$ cat config.mk
export PLATFORM = sky130hd
export DESIGN_NAME = vdsc_top
export DESIGN_NICKNAME = d
export VERILOG_FILES = /design/src/vdsc_pkg.sv /design/src/vdsc_top.sv
export SDC_FILE = /design/constraint.sdc
export NUM_CORES = 1
export LEC_CHECK = 0
export BUFFER_PORTS_ARGS = -buffer_cell sky130_fd_sc_hd__buf_4
export CORE_AREA = 2 2 347 349
export DETAILED_ROUTE_END_ITERATION = 6
export DIE_AREA = 0 0 349 351
export PLACE_DENSITY = 0.61
export SETUP_SLACK_MARGIN = 0.2
export SYNTH_ARGS = -nofsm -noshare
export SYNTH_HDL_FRONTEND = slang
export SYNTH_SLANG_ARGS = --single-unit
$ cat constraint.sdc
create_clock -name aclk -period 5.47 [get_ports aclk]
set_clock_uncertainty 0.05 [all_clocks]
set_input_delay 0.547 -clock aclk [delete_from_list [all_inputs] [get_ports aclk]]
set_output_delay 0.547 -clock aclk [all_outputs]
set_load 0.05 [all_outputs]
$ cat src/vdsc_pkg.sv
// Package for the video decoder/scaler configuration bank.
// Assumes byte-indexed registers mapped one per 32-bit AXI4-Lite word.
package vdsc_pkg;
    localparam int NCH = 4;
    // Register indices inside one channel copy (byte address = 4 * index)
    localparam logic [7:0] IDX_PEAK     = 8'h14;
    localparam logic [7:0] IDX_AAF      = 8'h15;
    localparam logic [7:0] IDX_TRAP_X   = 8'h16;
    localparam logic [7:0] IDX_TRAP_Y   = 8'h17;
    localparam logic [7:0] IDX_VR_XH    = 8'h18;
    localparam logic [7:0] IDX_VR_XL    = 8'h19;
    localparam logic [7:0] IDX_VR_YH    = 8'h1a;
    localparam logic [7:0] IDX_VR_YL    = 8'h1b;
    localparam logic [7:0] IDX_HR_XH    = 8'h1c;
    localparam logic [7:0] IDX_HR_XL    = 8'h1d;
    localparam logic [7:0] IDX_HR_YH    = 8'h1e;
    localparam logic [7:0] IDX_HR_YL    = 8'h1f;
    localparam logic [7:0] IDX_VF_X     = 8'h20;
    localparam logic [7:0] IDX_VF_Y     = 8'h21;
    localparam logic [7:0] IDX_BLANK    = 8'h22;
    localparam logic [7:0] IDX_RSVD     = 8'h23;
    localparam logic [7:0] IDX_PB_HDL   = 8'h24;
    localparam logic [7:0] IDX_PB_HAL   = 8'h25;
    localparam logic [7:0] IDX_PB_CTL   = 8'h26;
    localparam logic [7:0] IDX_PB_VDL   = 8'h27;
    localparam logic [7:0] IDX_PB_VAL   = 8'h28;
    // Global registers, channel 0 copy only
    localparam logic [7:0] IDX_PB_F01   = 8'h36;
    localparam logic [7:0] IDX_PB_F23   = 8'h37;
    localparam logic [7:0] IDX_PB_CROP  = 8'h38;
    // Reset values
    localparam logic [7:0] RST_RATIO_B  = 8'hff;
    localparam logic [7:0] RST_VF       = 8'h06;
    localparam logic [7:0] RST_RSVD     = 8'h11;
    localparam logic [7:0] RST_PB_HAL   = 8'hd0;
    localparam logic [7:0] RST_PB_CTL   = 8'h08;
    localparam logic [7:0] RST_PB_VAL   = 8'hf0;
    localparam logic [7:0] RST_ZERO     = 8'h00;
    // Soft reset pulse length
    localparam logic [3:0] SRST_CLKS    = 4'h8;
    localparam int         SRST_BIT     = 3;

    typedef struct packed {
        logic [1:0]  peak_gain;
        logic        peak_band;
        logic [1:0]  vert_aa;
        logic [1:0]  horiz_aa;
        logic        trap_wide;
        logic        comb_force_trap;
        logic        frame_cif_horiz_filter;
        logic [15:0] vert_ratio;
        logic [15:0] horiz_ratio;
        logic        vert_band_reduction_on;
        logic [1:0]  vert_band_reduction;
        logic        odd_en;
        logic        even_en;
    } vdsc_path_s;

    typedef struct packed {
        logic        blank_on;
        logic        blank_black;
        logic        range_narrow;
        logic [7:0]  range_min;
        logic [7:0]  range_max;
    } vdsc_out_s;

    typedef struct packed {
        logic [9:0]  hstart;
        logic [9:0]  hsize;
        logic [8:0]  vstart;
        logic [8:0]  vsize;
        logic [1:0]  vert_aa;
        logic [1:0]  horiz_aa;
    } vdsc_pb_s;

    localparam logic [7:0] RANGE_WIDE_MIN   = 8'h02;
    localparam logic [7:0] RANGE_WIDE_MAX   = 8'hfe;
    localparam logic [7:0] RANGE_NARROW_MIN = 8'h10;
    localparam logic [7:0] RANGE_NARROW_MAX = 8'hef;
endpackage

$ cat src/vdsc_top.sv
// Register bank for eight decoder and four playback paths.
// Assumes an AXI4-Lite master; settings feed the video logic.
// Notes on behaviour
// - Peaking gain codes: none, 31.25, 62.5, 93.75%
// - Vertical AA: full, full, 0.25, 0.18
// - Horizontal AA: full, 2, 1.5, 1 MHz
// - Trap bit selects narrow or wide trap
// - Comb codes 0/1 adaptive, 2 trap
// - Frame CIF special horizontal filter enable
// - Vertical ratio 16 bits, reset ffff
// - Horizontal ratio 16 bits, reset ffff
// - Vertical scaler mode adds band reduction
// - Field enables gate output valid indicator
// - Blank output blue or black
// - Output range 2..254 or 16..239
// - Playback horizontal start, default zero
// - Playback horizontal size, default 720
// - Playback vertical start, default zero
// - Playback vertical size, default 240
// - Own sync off uses decoder windows
// - Own filter off uses decoder filters
// - Packed playback filters at 0x36/0x37
//
// Chosen here: the AXI4-Lite slave port.
`timescale 1ns/1ns
module vdsc_top (
    // Clock and reset
    input  wire logic                  aclk,
    input  wire logic                  aresetn,
    // AXI4-Lite write address
    input  wire logic [11:0]           s_axi_awaddr,
    input  wire logic                  s_axi_awvalid,
    output logic                       s_axi_awready,
    // AXI4-Lite write data
    input  wire logic [31:0]           s_axi_wdata,
    input  wire logic [3:0]            s_axi_wstrb,
    input  wire logic                  s_axi_wvalid,
    output logic                       s_axi_wready,
    // AXI4-Lite write response
    output logic [1:0]                 s_axi_bresp,
    output logic                       s_axi_bvalid,
    input  wire logic                  s_axi_bready,
    // AXI4-Lite read address
    input  wire logic [11:0]           s_axi_araddr,
    input  wire logic                  s_axi_arvalid,
    output logic                       s_axi_arready,
    // AXI4-Lite read data
    output logic [31:0]                s_axi_rdata,
    output logic [1:0]                 s_axi_rresp,
    output logic                       s_axi_rvalid,
    input  wire logic                  s_axi_rready,
    // Decoder window settings, per channel, used when playback follows decoder
    input  wire logic [4*10-1:0]       dec_hstart,
    input  wire logic [4*10-1:0]       dec_hsize,
    input  wire logic [4*9-1:0]        dec_vstart,
    input  wire logic [4*9-1:0]        dec_vsize,
    // Field status and raw valid from the video logic, per channel and path
    input  wire logic [3:0]            field_even,
    input  wire logic [7:0]            valid_raw,
    // Effective settings out
    output vdsc_pkg::vdsc_path_s [7:0] path_cfg,
    output vdsc_pkg::vdsc_out_s  [3:0] out_cfg,
    output vdsc_pkg::vdsc_pb_s   [3:0] pb_cfg,
    output logic [7:0]                 valid_out,
    output logic [3:0]                 video_reset
);
    localparam int NREG = 21;

    // Per-channel register storage, indices 0x14..0x28 packed from zero
    logic [7:0] regs_q [4][NREG];
    logic [7:0] pbf01_q;
    logic [7:0] pbf23_q;
    logic [7:0] crop_q;
    logic [3:0] srst_cnt_q [4];

    // Write channel capture, either order
    logic        aw_have_q;
    logic        w_have_q;
    logic [11:0] aw_addr_q;
    logic [31:0] w_data_q;
    logic [3:0]  w_strb_q;
    logic        bvalid_q;
    logic [1:0]  bresp_q;
    logic        rvalid_q;
    logic [31:0] rdata_q;
    logic [1:0]  rresp_q;

    assign s_axi_awready = !aw_have_q && !bvalid_q;
    assign s_axi_wready  = !w_have_q && !bvalid_q;
    assign s_axi_bvalid  = bvalid_q;
    assign s_axi_bresp   = bresp_q;
    assign s_axi_arready = !rvalid_q;
    assign s_axi_rvalid  = rvalid_q;
    assign s_axi_rdata   = rdata_q;
    assign s_axi_rresp   = rresp_q;

    function automatic logic [7:0] rst_val(input int i);
        logic [7:0] idx;
        idx = 8'(i) + vdsc_pkg::IDX_PEAK;
        case (idx)
            vdsc_pkg::IDX_VF_X, vdsc_pkg::IDX_VF_Y: rst_val = vdsc_pkg::RST_VF;
            vdsc_pkg::IDX_RSVD:   rst_val = vdsc_pkg::RST_RSVD;
            vdsc_pkg::IDX_PB_HAL: rst_val = vdsc_pkg::RST_PB_HAL;
            vdsc_pkg::IDX_PB_CTL: rst_val = vdsc_pkg::RST_PB_CTL;
            vdsc_pkg::IDX_PB_VAL: rst_val = vdsc_pkg::RST_PB_VAL;
            default: rst_val = (idx >= vdsc_pkg::IDX_VR_XH && idx <= vdsc_pkg::IDX_HR_YL) ?
                               vdsc_pkg::RST_RATIO_B : vdsc_pkg::RST_ZERO;
        endcase
    endfunction

    // Address decode helpers: channel in [9:8], index in [7:2] scaled back
    function automatic logic [7:0] idx_of(input logic [11:0] a);
        idx_of = {2'b00, a[7:2]};
    endfunction

    function automatic logic in_chan(input logic [11:0] a);
        logic [7:0] ix;
        ix = {2'b00, a[7:2]};
        in_chan = (ix >= vdsc_pkg::IDX_PEAK) && (ix <= vdsc_pkg::IDX_PB_VAL) && (a[1:0] == 2'b00);
    endfunction

    logic [1:0]  wr_ch;
    logic [7:0]  wr_ix;
    logic        wr_fire;
    logic        wr_ok;
    logic [7:0]  wr_byte;
    logic [4:0]  wr_slot;
    assign wr_ch   = aw_addr_q[9:8];
    assign wr_ix   = idx_of(aw_addr_q);
    assign wr_fire = aw_have_q && w_have_q && !bvalid_q;
    assign wr_byte = w_data_q[7:0];
    assign wr_slot = 5'(wr_ix - vdsc_pkg::IDX_PEAK);
    assign wr_ok   = (aw_addr_q[11:10] == 2'b00) && (in_chan(aw_addr_q) ||
                     (wr_ch == 2'b00 && (wr_ix == vdsc_pkg::IDX_PB_F01 || wr_ix == vdsc_pkg::IDX_PB_F23 ||
                                         wr_ix == vdsc_pkg::IDX_PB_CROP)));

    always_ff @(posedge aclk) begin
        if (!aresetn) begin
            aw_have_q <= 1'b0;
            aw_addr_q <= 12'h000;
        end else if (s_axi_awvalid && s_axi_awready) begin
            aw_have_q <= 1'b1;
            aw_addr_q <= s_axi_awaddr;
        end else if (wr_fire) begin
            aw_have_q <= 1'b0;
        end
    end

    always_ff @(posedge aclk) begin
        if (!aresetn) begin
            w_have_q <= 1'b0;
            w_data_q <= 32'h0000_0000;
            w_strb_q <= 4'h0;
        end else if (s_axi_wvalid && s_axi_wready) begin
            w_have_q <= 1'b1;
            w_data_q <= s_axi_wdata;
            w_strb_q <= s_axi_wstrb;
        end else if (wr_fire) begin
            w_have_q <= 1'b0;
        end
    end

    always_ff @(posedge aclk) begin
        if (!aresetn) begin
            bvalid_q <= 1'b0;
            bresp_q  <= 2'b00;
        end else if (wr_fire) begin
            bvalid_q <= 1'b1;
            bresp_q  <= wr_ok ? 2'b00 : 2'b10;
        end else if (s_axi_bready) begin
            bvalid_q <= 1'b0;
        end
    end

    // Per-channel storage and soft reset counters
    for (genvar c = 0; c < 4; c++) begin : g_ch
        logic hit;
        assign hit = wr_fire && wr_ok && w_strb_q[0] && (wr_ch == 2'(c)) && in_chan(aw_addr_q);
        for (genvar r = 0; r < NREG; r++) begin : g_reg
            always_ff @(posedge aclk) begin
                if (!aresetn) begin
                    regs_q[c][r] <= rst_val(r);
                end else if (hit && wr_slot == 5'(r)) begin
                    regs_q[c][r] <= wr_byte;
                end else if (r == int'(vdsc_pkg::IDX_BLANK - vdsc_pkg::IDX_PEAK) &&
                             srst_cnt_q[c] == 4'h1) begin
                    regs_q[c][r] <= regs_q[c][r] & ~8'(1 << vdsc_pkg::SRST_BIT);
                end
            end
        end
        // Soft reset holds the video logic for a fixed count, then clears the bit
        always_ff @(posedge aclk) begin
            if (!aresetn) begin
                srst_cnt_q[c] <= 4'h0;
            end else if (hit && wr_ix == vdsc_pkg::IDX_BLANK && wr_byte[vdsc_pkg::SRST_BIT]) begin
                srst_cnt_q[c] <= vdsc_pkg::SRST_CLKS;
            end else if (srst_cnt_q[c] != 4'h0) begin
                srst_cnt_q[c] <= srst_cnt_q[c] - 4'h1;
            end
        end
        assign video_reset[c] = (srst_cnt_q[c] != 4'h0);
    end

    always_ff @(posedge aclk) begin
        if (!aresetn) begin
            pbf01_q <= vdsc_pkg::RST_ZERO;
            pbf23_q <= vdsc_pkg::RST_ZERO;
            crop_q  <= vdsc_pkg::RST_ZERO;
        end else if (wr_fire && wr_ok && w_strb_q[0] && wr_ch == 2'b00) begin
            if (wr_ix == vdsc_pkg::IDX_PB_F01) pbf01_q <= wr_byte;
            if (wr_ix == vdsc_pkg::IDX_PB_F23) pbf23_q <= wr_byte;
            if (wr_ix == vdsc_pkg::IDX_PB_CROP) crop_q <= wr_byte;
        end
    end

    // Read path
    logic [7:0] rd_ix;
    logic [1:0] rd_ch;
    logic [4:0] rd_slot;
    logic [7:0] rd_byte;
    logic       rd_ok;
    assign rd_ix   = idx_of(s_axi_araddr);
    assign rd_ch   = s_axi_araddr[9:8];
    assign rd_slot = 5'(rd_ix - vdsc_pkg::IDX_PEAK);

    always_comb begin
        rd_byte = 8'h00;
        rd_ok   = 1'b0;
        if (s_axi_araddr[11:10] == 2'b00) begin
            if (in_chan(s_axi_araddr)) begin
                rd_byte = regs_q[rd_ch][rd_slot];
                rd_ok   = 1'b1;
            end else if (rd_ch == 2'b00 && s_axi_araddr[1:0] == 2'b00) begin
                rd_ok = 1'b1;
                case (rd_ix)
                    vdsc_pkg::IDX_PB_F01:  rd_byte = pbf01_q;
                    vdsc_pkg::IDX_PB_F23:  rd_byte = pbf23_q;
                    vdsc_pkg::IDX_PB_CROP: rd_byte = crop_q;
                    default:               rd_ok   = 1'b0;
                endcase
            end
        end
    end

    always_ff @(posedge aclk) begin
        if (!aresetn) begin
            rvalid_q <= 1'b0;
            rdata_q  <= 32'h0000_0000;
            rresp_q  <= 2'b00;
        end else if (s_axi_arvalid && s_axi_arready) begin
            rvalid_q <= 1'b1;
            rdata_q  <= {24'h000000, rd_byte};
            rresp_q  <= rd_ok ? 2'b00 : 2'b10;
        end else if (s_axi_rready) begin
            rvalid_q <= 1'b0;
        end
    end

    // Effective settings. Path index 2*c is display, 2*c+1 is record.
    for (genvar c = 0; c < 4; c++) begin : g_cfg
        logic [7:0] r_peak, r_aaf, r_bl, r_pbctl;
        logic [7:0] r_trap [2];
        logic [7:0] r_vf   [2];
        logic [15:0] vr [2];
        logic [15:0] hr [2];
        logic        own_sync, own_filt;
        logic [1:0]  pb_v, pb_h;
        assign r_peak   = regs_q[c][0];
        assign r_aaf    = regs_q[c][1];
        assign r_trap[0] = regs_q[c][2];
        assign r_trap[1] = regs_q[c][3];
        assign vr[0]    = {regs_q[c][4], regs_q[c][5]};
        assign vr[1]    = {regs_q[c][6], regs_q[c][7]};
        assign hr[0]    = {regs_q[c][8], regs_q[c][9]};
        assign hr[1]    = {regs_q[c][10], regs_q[c][11]};
        assign r_vf[0]  = regs_q[c][12];
        assign r_vf[1]  = regs_q[c][13];
        assign r_bl     = regs_q[c][14];
        assign r_pbctl  = regs_q[c][18];
        for (genvar p = 0; p < 2; p++) begin : g_path
            assign path_cfg[2*c+p] = '{
                peak_gain:   p ? r_peak[7:6] : r_peak[5:4],
                peak_band:   p ? r_peak[3] : r_peak[2],
                vert_aa:     p ? r_aaf[7:6] : r_aaf[5:4],
                horiz_aa:    p ? r_aaf[3:2] : r_aaf[1:0],
                trap_wide:   r_trap[p][7],
                // Code 3 is unsupported; treated as adaptive
                comb_force_trap: (r_trap[p][6:5] == 2'b10),
                frame_cif_horiz_filter: r_trap[p][4],
                vert_ratio:  vr[p],
                horiz_ratio: hr[p],
                vert_band_reduction_on: r_vf[p][6],
                vert_band_reduction: r_vf[p][6] ? r_vf[p][5:4] : 2'b00,
                odd_en:      r_vf[p][2],
                even_en:     r_vf[p][1]
            };
            // Gate valid for whole fields whose enable is clear
            assign valid_out[2*c+p] = valid_raw[2*c+p] &&
                                      (field_even[c] ? r_vf[p][1] : r_vf[p][2]);
        end
        assign out_cfg[c].blank_on     = r_bl[7];
        assign out_cfg[c].blank_black  = r_bl[6];
        assign out_cfg[c].range_narrow = r_bl[4];
        assign out_cfg[c].range_min    = r_bl[4] ? vdsc_pkg::RANGE_NARROW_MIN : vdsc_pkg::RANGE_WIDE_MIN;
        assign out_cfg[c].range_max    = r_bl[4] ? vdsc_pkg::RANGE_NARROW_MAX : vdsc_pkg::RANGE_WIDE_MAX;
        assign own_filt = r_pbctl[7];
        assign own_sync = r_pbctl[6];
        assign pb_cfg[c].hstart = own_sync ? {r_pbctl[1:0], regs_q[c][16]} : dec_hstart[10*c +: 10];
        assign pb_cfg[c].hsize  = own_sync ? {r_pbctl[3:2], regs_q[c][17]} : dec_hsize[10*c +: 10];
        assign pb_cfg[c].vstart = own_sync ? {r_pbctl[4], regs_q[c][19]} : dec_vstart[9*c +: 9];
        assign pb_cfg[c].vsize  = own_sync ? {r_pbctl[5], regs_q[c][20]} : dec_vsize[9*c +: 9];
        assign pb_v = (c < 2) ? pbf01_q[4*(c%2)+2 +: 2] : pbf23_q[4*(c%2)+2 +: 2];
        assign pb_h = (c < 2) ? pbf01_q[4*(c%2) +: 2] : pbf23_q[4*(c%2) +: 2];
        assign pb_cfg[c].vert_aa  = own_filt ? pb_v : r_aaf[5:4];
        assign pb_cfg[c].horiz_aa = own_filt ? pb_h : r_aaf[1:0];
    end
endmodule // vdsc_top

==> results.ini <==
[logic_synthesis]
syn_area_um2=39600
syn_avg_cell_area_um2=11.9
synth_edf_count=688
ys_async_sr_fraction=0
ys_ff_latch=747
syn_inst=3319
yosysWarnings=0
synthDistinctLibCells=78
yosys.area.top_type=edfxtp_1
synth-main-ff-cell=edfxtp_1
synth_seq_area_share=0.552
yosys.area.top_type_share=0.522
synth.area.top_cells=edfxtp_1 52%, buf_4 8.7%, mux4_2 7.9%, mux2_2 6.2%, nor2_1 4.7%

[die]
io_pins=904
rows=127
die_area_um2=122000
core_area_um2=119000
die_x_um=349
dieHeight_um=351
start_util=0.333

[clocking]
clk_latency_ns=0.66
cts_tree=built
post-cts-setup-buffers=0
path_clk_slew_ns=0.06
htree_levels=3
cts.root.buffer_cell=clkbuf_16
cts_max_path_buffers=3
ctsHoldBuffers=1
clock_sinks=747
cts-resized-gates=0
numCtsBuffers=84

[drt]
ant_nets=0
first_pass_iters=6
viasPerCell=5.38
drt_drc_violations_left=0
finalWirelength_um=168000
wl_per_cell_um=31.3
via_count=28800
drt_iter0_markers=2949

[sta]
tns_ns=0
hold_viol_final=0
worstMarginPinSlew_ns=1.36
min_period_ns=3.91
post-route-period-util=0.714
fmax_mhz=256
slew_headroom=0.0867
finalSetupViolCount=0
slew_violations=0
setup_slack_ns=1.56
rsz0062_at_grt=false

[worst_setup_path]
path_buf_inv=1
crit_path_max_incr_delay_ns=1.01
endpoint_kind=flip-flop
critPathTopFamily=compound AO/OA/AOI/OAI gates
critical_path_class=reg2reg
required_ns=5.68
path_max_fanout=16
startpoint_type=flip-flop
cp.arrival_ns=4.12
cp_cell_sequence=o21ai_0, o22a_1, or4_2, buf_4, o21ai_1
cp_slowest_cell=or4_2

[global_route]
grt_use_total=0.263
grtUsageMet3=0.0647
antenna_found_initial=8
grt_start_max_net_pins=71
grt_pass1_wl_um=224000
grt_use_met2=0.445
grt.busiest_layer=met2
grt_pass1_vias=27400
met1_usage=0.328
grt.overflow.total=0

[status]
status=finished, final reports clean

[layout]
syn_to_final_growth_pct=18.7
fill_cells=11400
nNetsFinal=3979
drive_gt1_frac=0.377
stdcell_area_um2=47000

[place]
dpl.hpwl_um=123000
dp_slack_ns=1.51
port_buffers=802
place.gp.congestion=0.952
dpl_cell_area_um2=44400

[hold_path]
hold_path_class=in2reg

[flow_run]
max-cap-violations=0

[power]
power_density_nw_per_um2=303
p_leak_nw=15.9
irDropWorstVdd_mv=0.252

## power breakdown
group          leakage (nW)  switching (mW)  total (mW)  internal (mW)
logic                  8.20            1.50        2.16          0.662
registers              6.48           0.154        6.56           6.40
clock network          1.26            2.38        5.54           3.16
total                  15.9            4.03        14.3           10.2
## flip-flops by register name, summed over array words and instances (netlist names)
name / cells
w_data_q: 8
aw_have_q: 1
s_axi_rvalid: 1
w_have_q: 1
srst_cnt_q: 16
s_axi_bvalid: 1
s_axi_bresp: 1
s_axi_rdata: 8
s_axi_rresp: 1
pbf01_q: 8
crop_q: 8
aw_addr_q: 12
w_strb_q: 1
regs_q: 672
pbf23_q: 8
## path summary, 6_finish.rpt
check | startpoint | endpoint | slack [ns] | depth (start not counted)
worst min-delay path | s_axi_wdata[1] | w_data_q[1] | 0.09 | 3
worst max register to register | aw_addr_q[6] | regs_q[2][156] | 1.56 | 5
worst max-delay path | aw_addr_q[6] | regs_q[2][156] | 1.56 | 5
worst min register to register | aw_addr_q[10] | aw_addr_q[10] | 0.41 | 2
## layout by cell type (no fill, tap or decap), types with 18 or more instances in the layout
cell type	count
buf_4	912
edfxtp_1	688
nor2_1	490
nand2_1	489
mux2_2	219
mux4_2	139
clkbuf_16	87
o21ai_0	78
conb_1	74
mux2i_1	64
dfxtp_1	51
and2_1	42
a21oi_1	41
o22ai_1	37
nor2b_1	29
clkbuf_1	24
nand3_1	22
inv_1	21
nor3_1	20
o21ai_1	18
## synthesized netlist by cell type, drive strengths merged (5+ instances only)
master  instances
xnor2           5
and2           42
nand3          25
o21ai          96
clkbuf        130
mux4          140
nand4           7
dfxtp          59
a211oi          8
or3             9
edfxtp        688
nand2b         12
nand2         490
mux2          219
and3           13
a311oi          5
mux2i          64
a221oi          6
o22ai          38
o221ai          6
nor4            9
nor2          493
nor2b          29
nor3           26
inv            22
a21oi          43
or2             7
buf           532
o211ai          8
a22oi          16
ha             12
## metal layers
layer | part of all wire | wire (um)
met5 | 0.00041 | 69
met1 | 0.38 | 63500
met2 | 0.49 | 82100
met4 | 0.038 | 6440
met3 | 0.092 | 15500
## kinds of logic (layout without fill, tap and decap cells)
kind of cell	count (synthesis)	in the layout	share of synthesized area
muxes	423	423	0.158
and+or+nand+nor	1179	1179	0.125
buffers and inverters	686	1095	0.117
DFF	747	747	0.552
AOI/OAI and AO/OA	264	264	0.0425
other	2	76	0.000190
adders and majority gates	12	12	0.00379
xor gates and xnor gates	6	6	0.00152
## worst reg2reg max path, stage by stage (launching register included)
cell	delay [ns]
dfxtp_1	0.62
o21ai_0	0.29
o22a_1	0.29
or4_2	1.01
buf_4	0.38
o21ai_1	0.89
## area by class of cell
cell class	instances	area (um2)	share of cell area
clock buffer	112	2280	0.0485
tap	1548	1940	0.0412
inverter	22	82.6	0.00176
timing repair buffer	923	7040	0.150
multi-input combinational	1958	13500	0.286
sequential	747	21900	0.465
clock inverter	38	328	0.00698
antenna	2	5.00	0.000107
## per-stage QoR
stage / std cells / total power [mW] / util / hold WS [ns]
after floorplan: 3391 / 8.03 / - / 0.386
after global placement: 5197 / 8.80 / 0.373 / 0.398
after detailed placement: 5197 / 8.83 / 0.373 / 0.400
after CTS: 5348 / 14.3 / 0.395 / 0.0434
after global routing: 5349 / 14.6 / 0.395 / 0.0740
final: 5350 / 14.3 / 0.395 / 0.0894
Power figures use the tool's default switching activity.
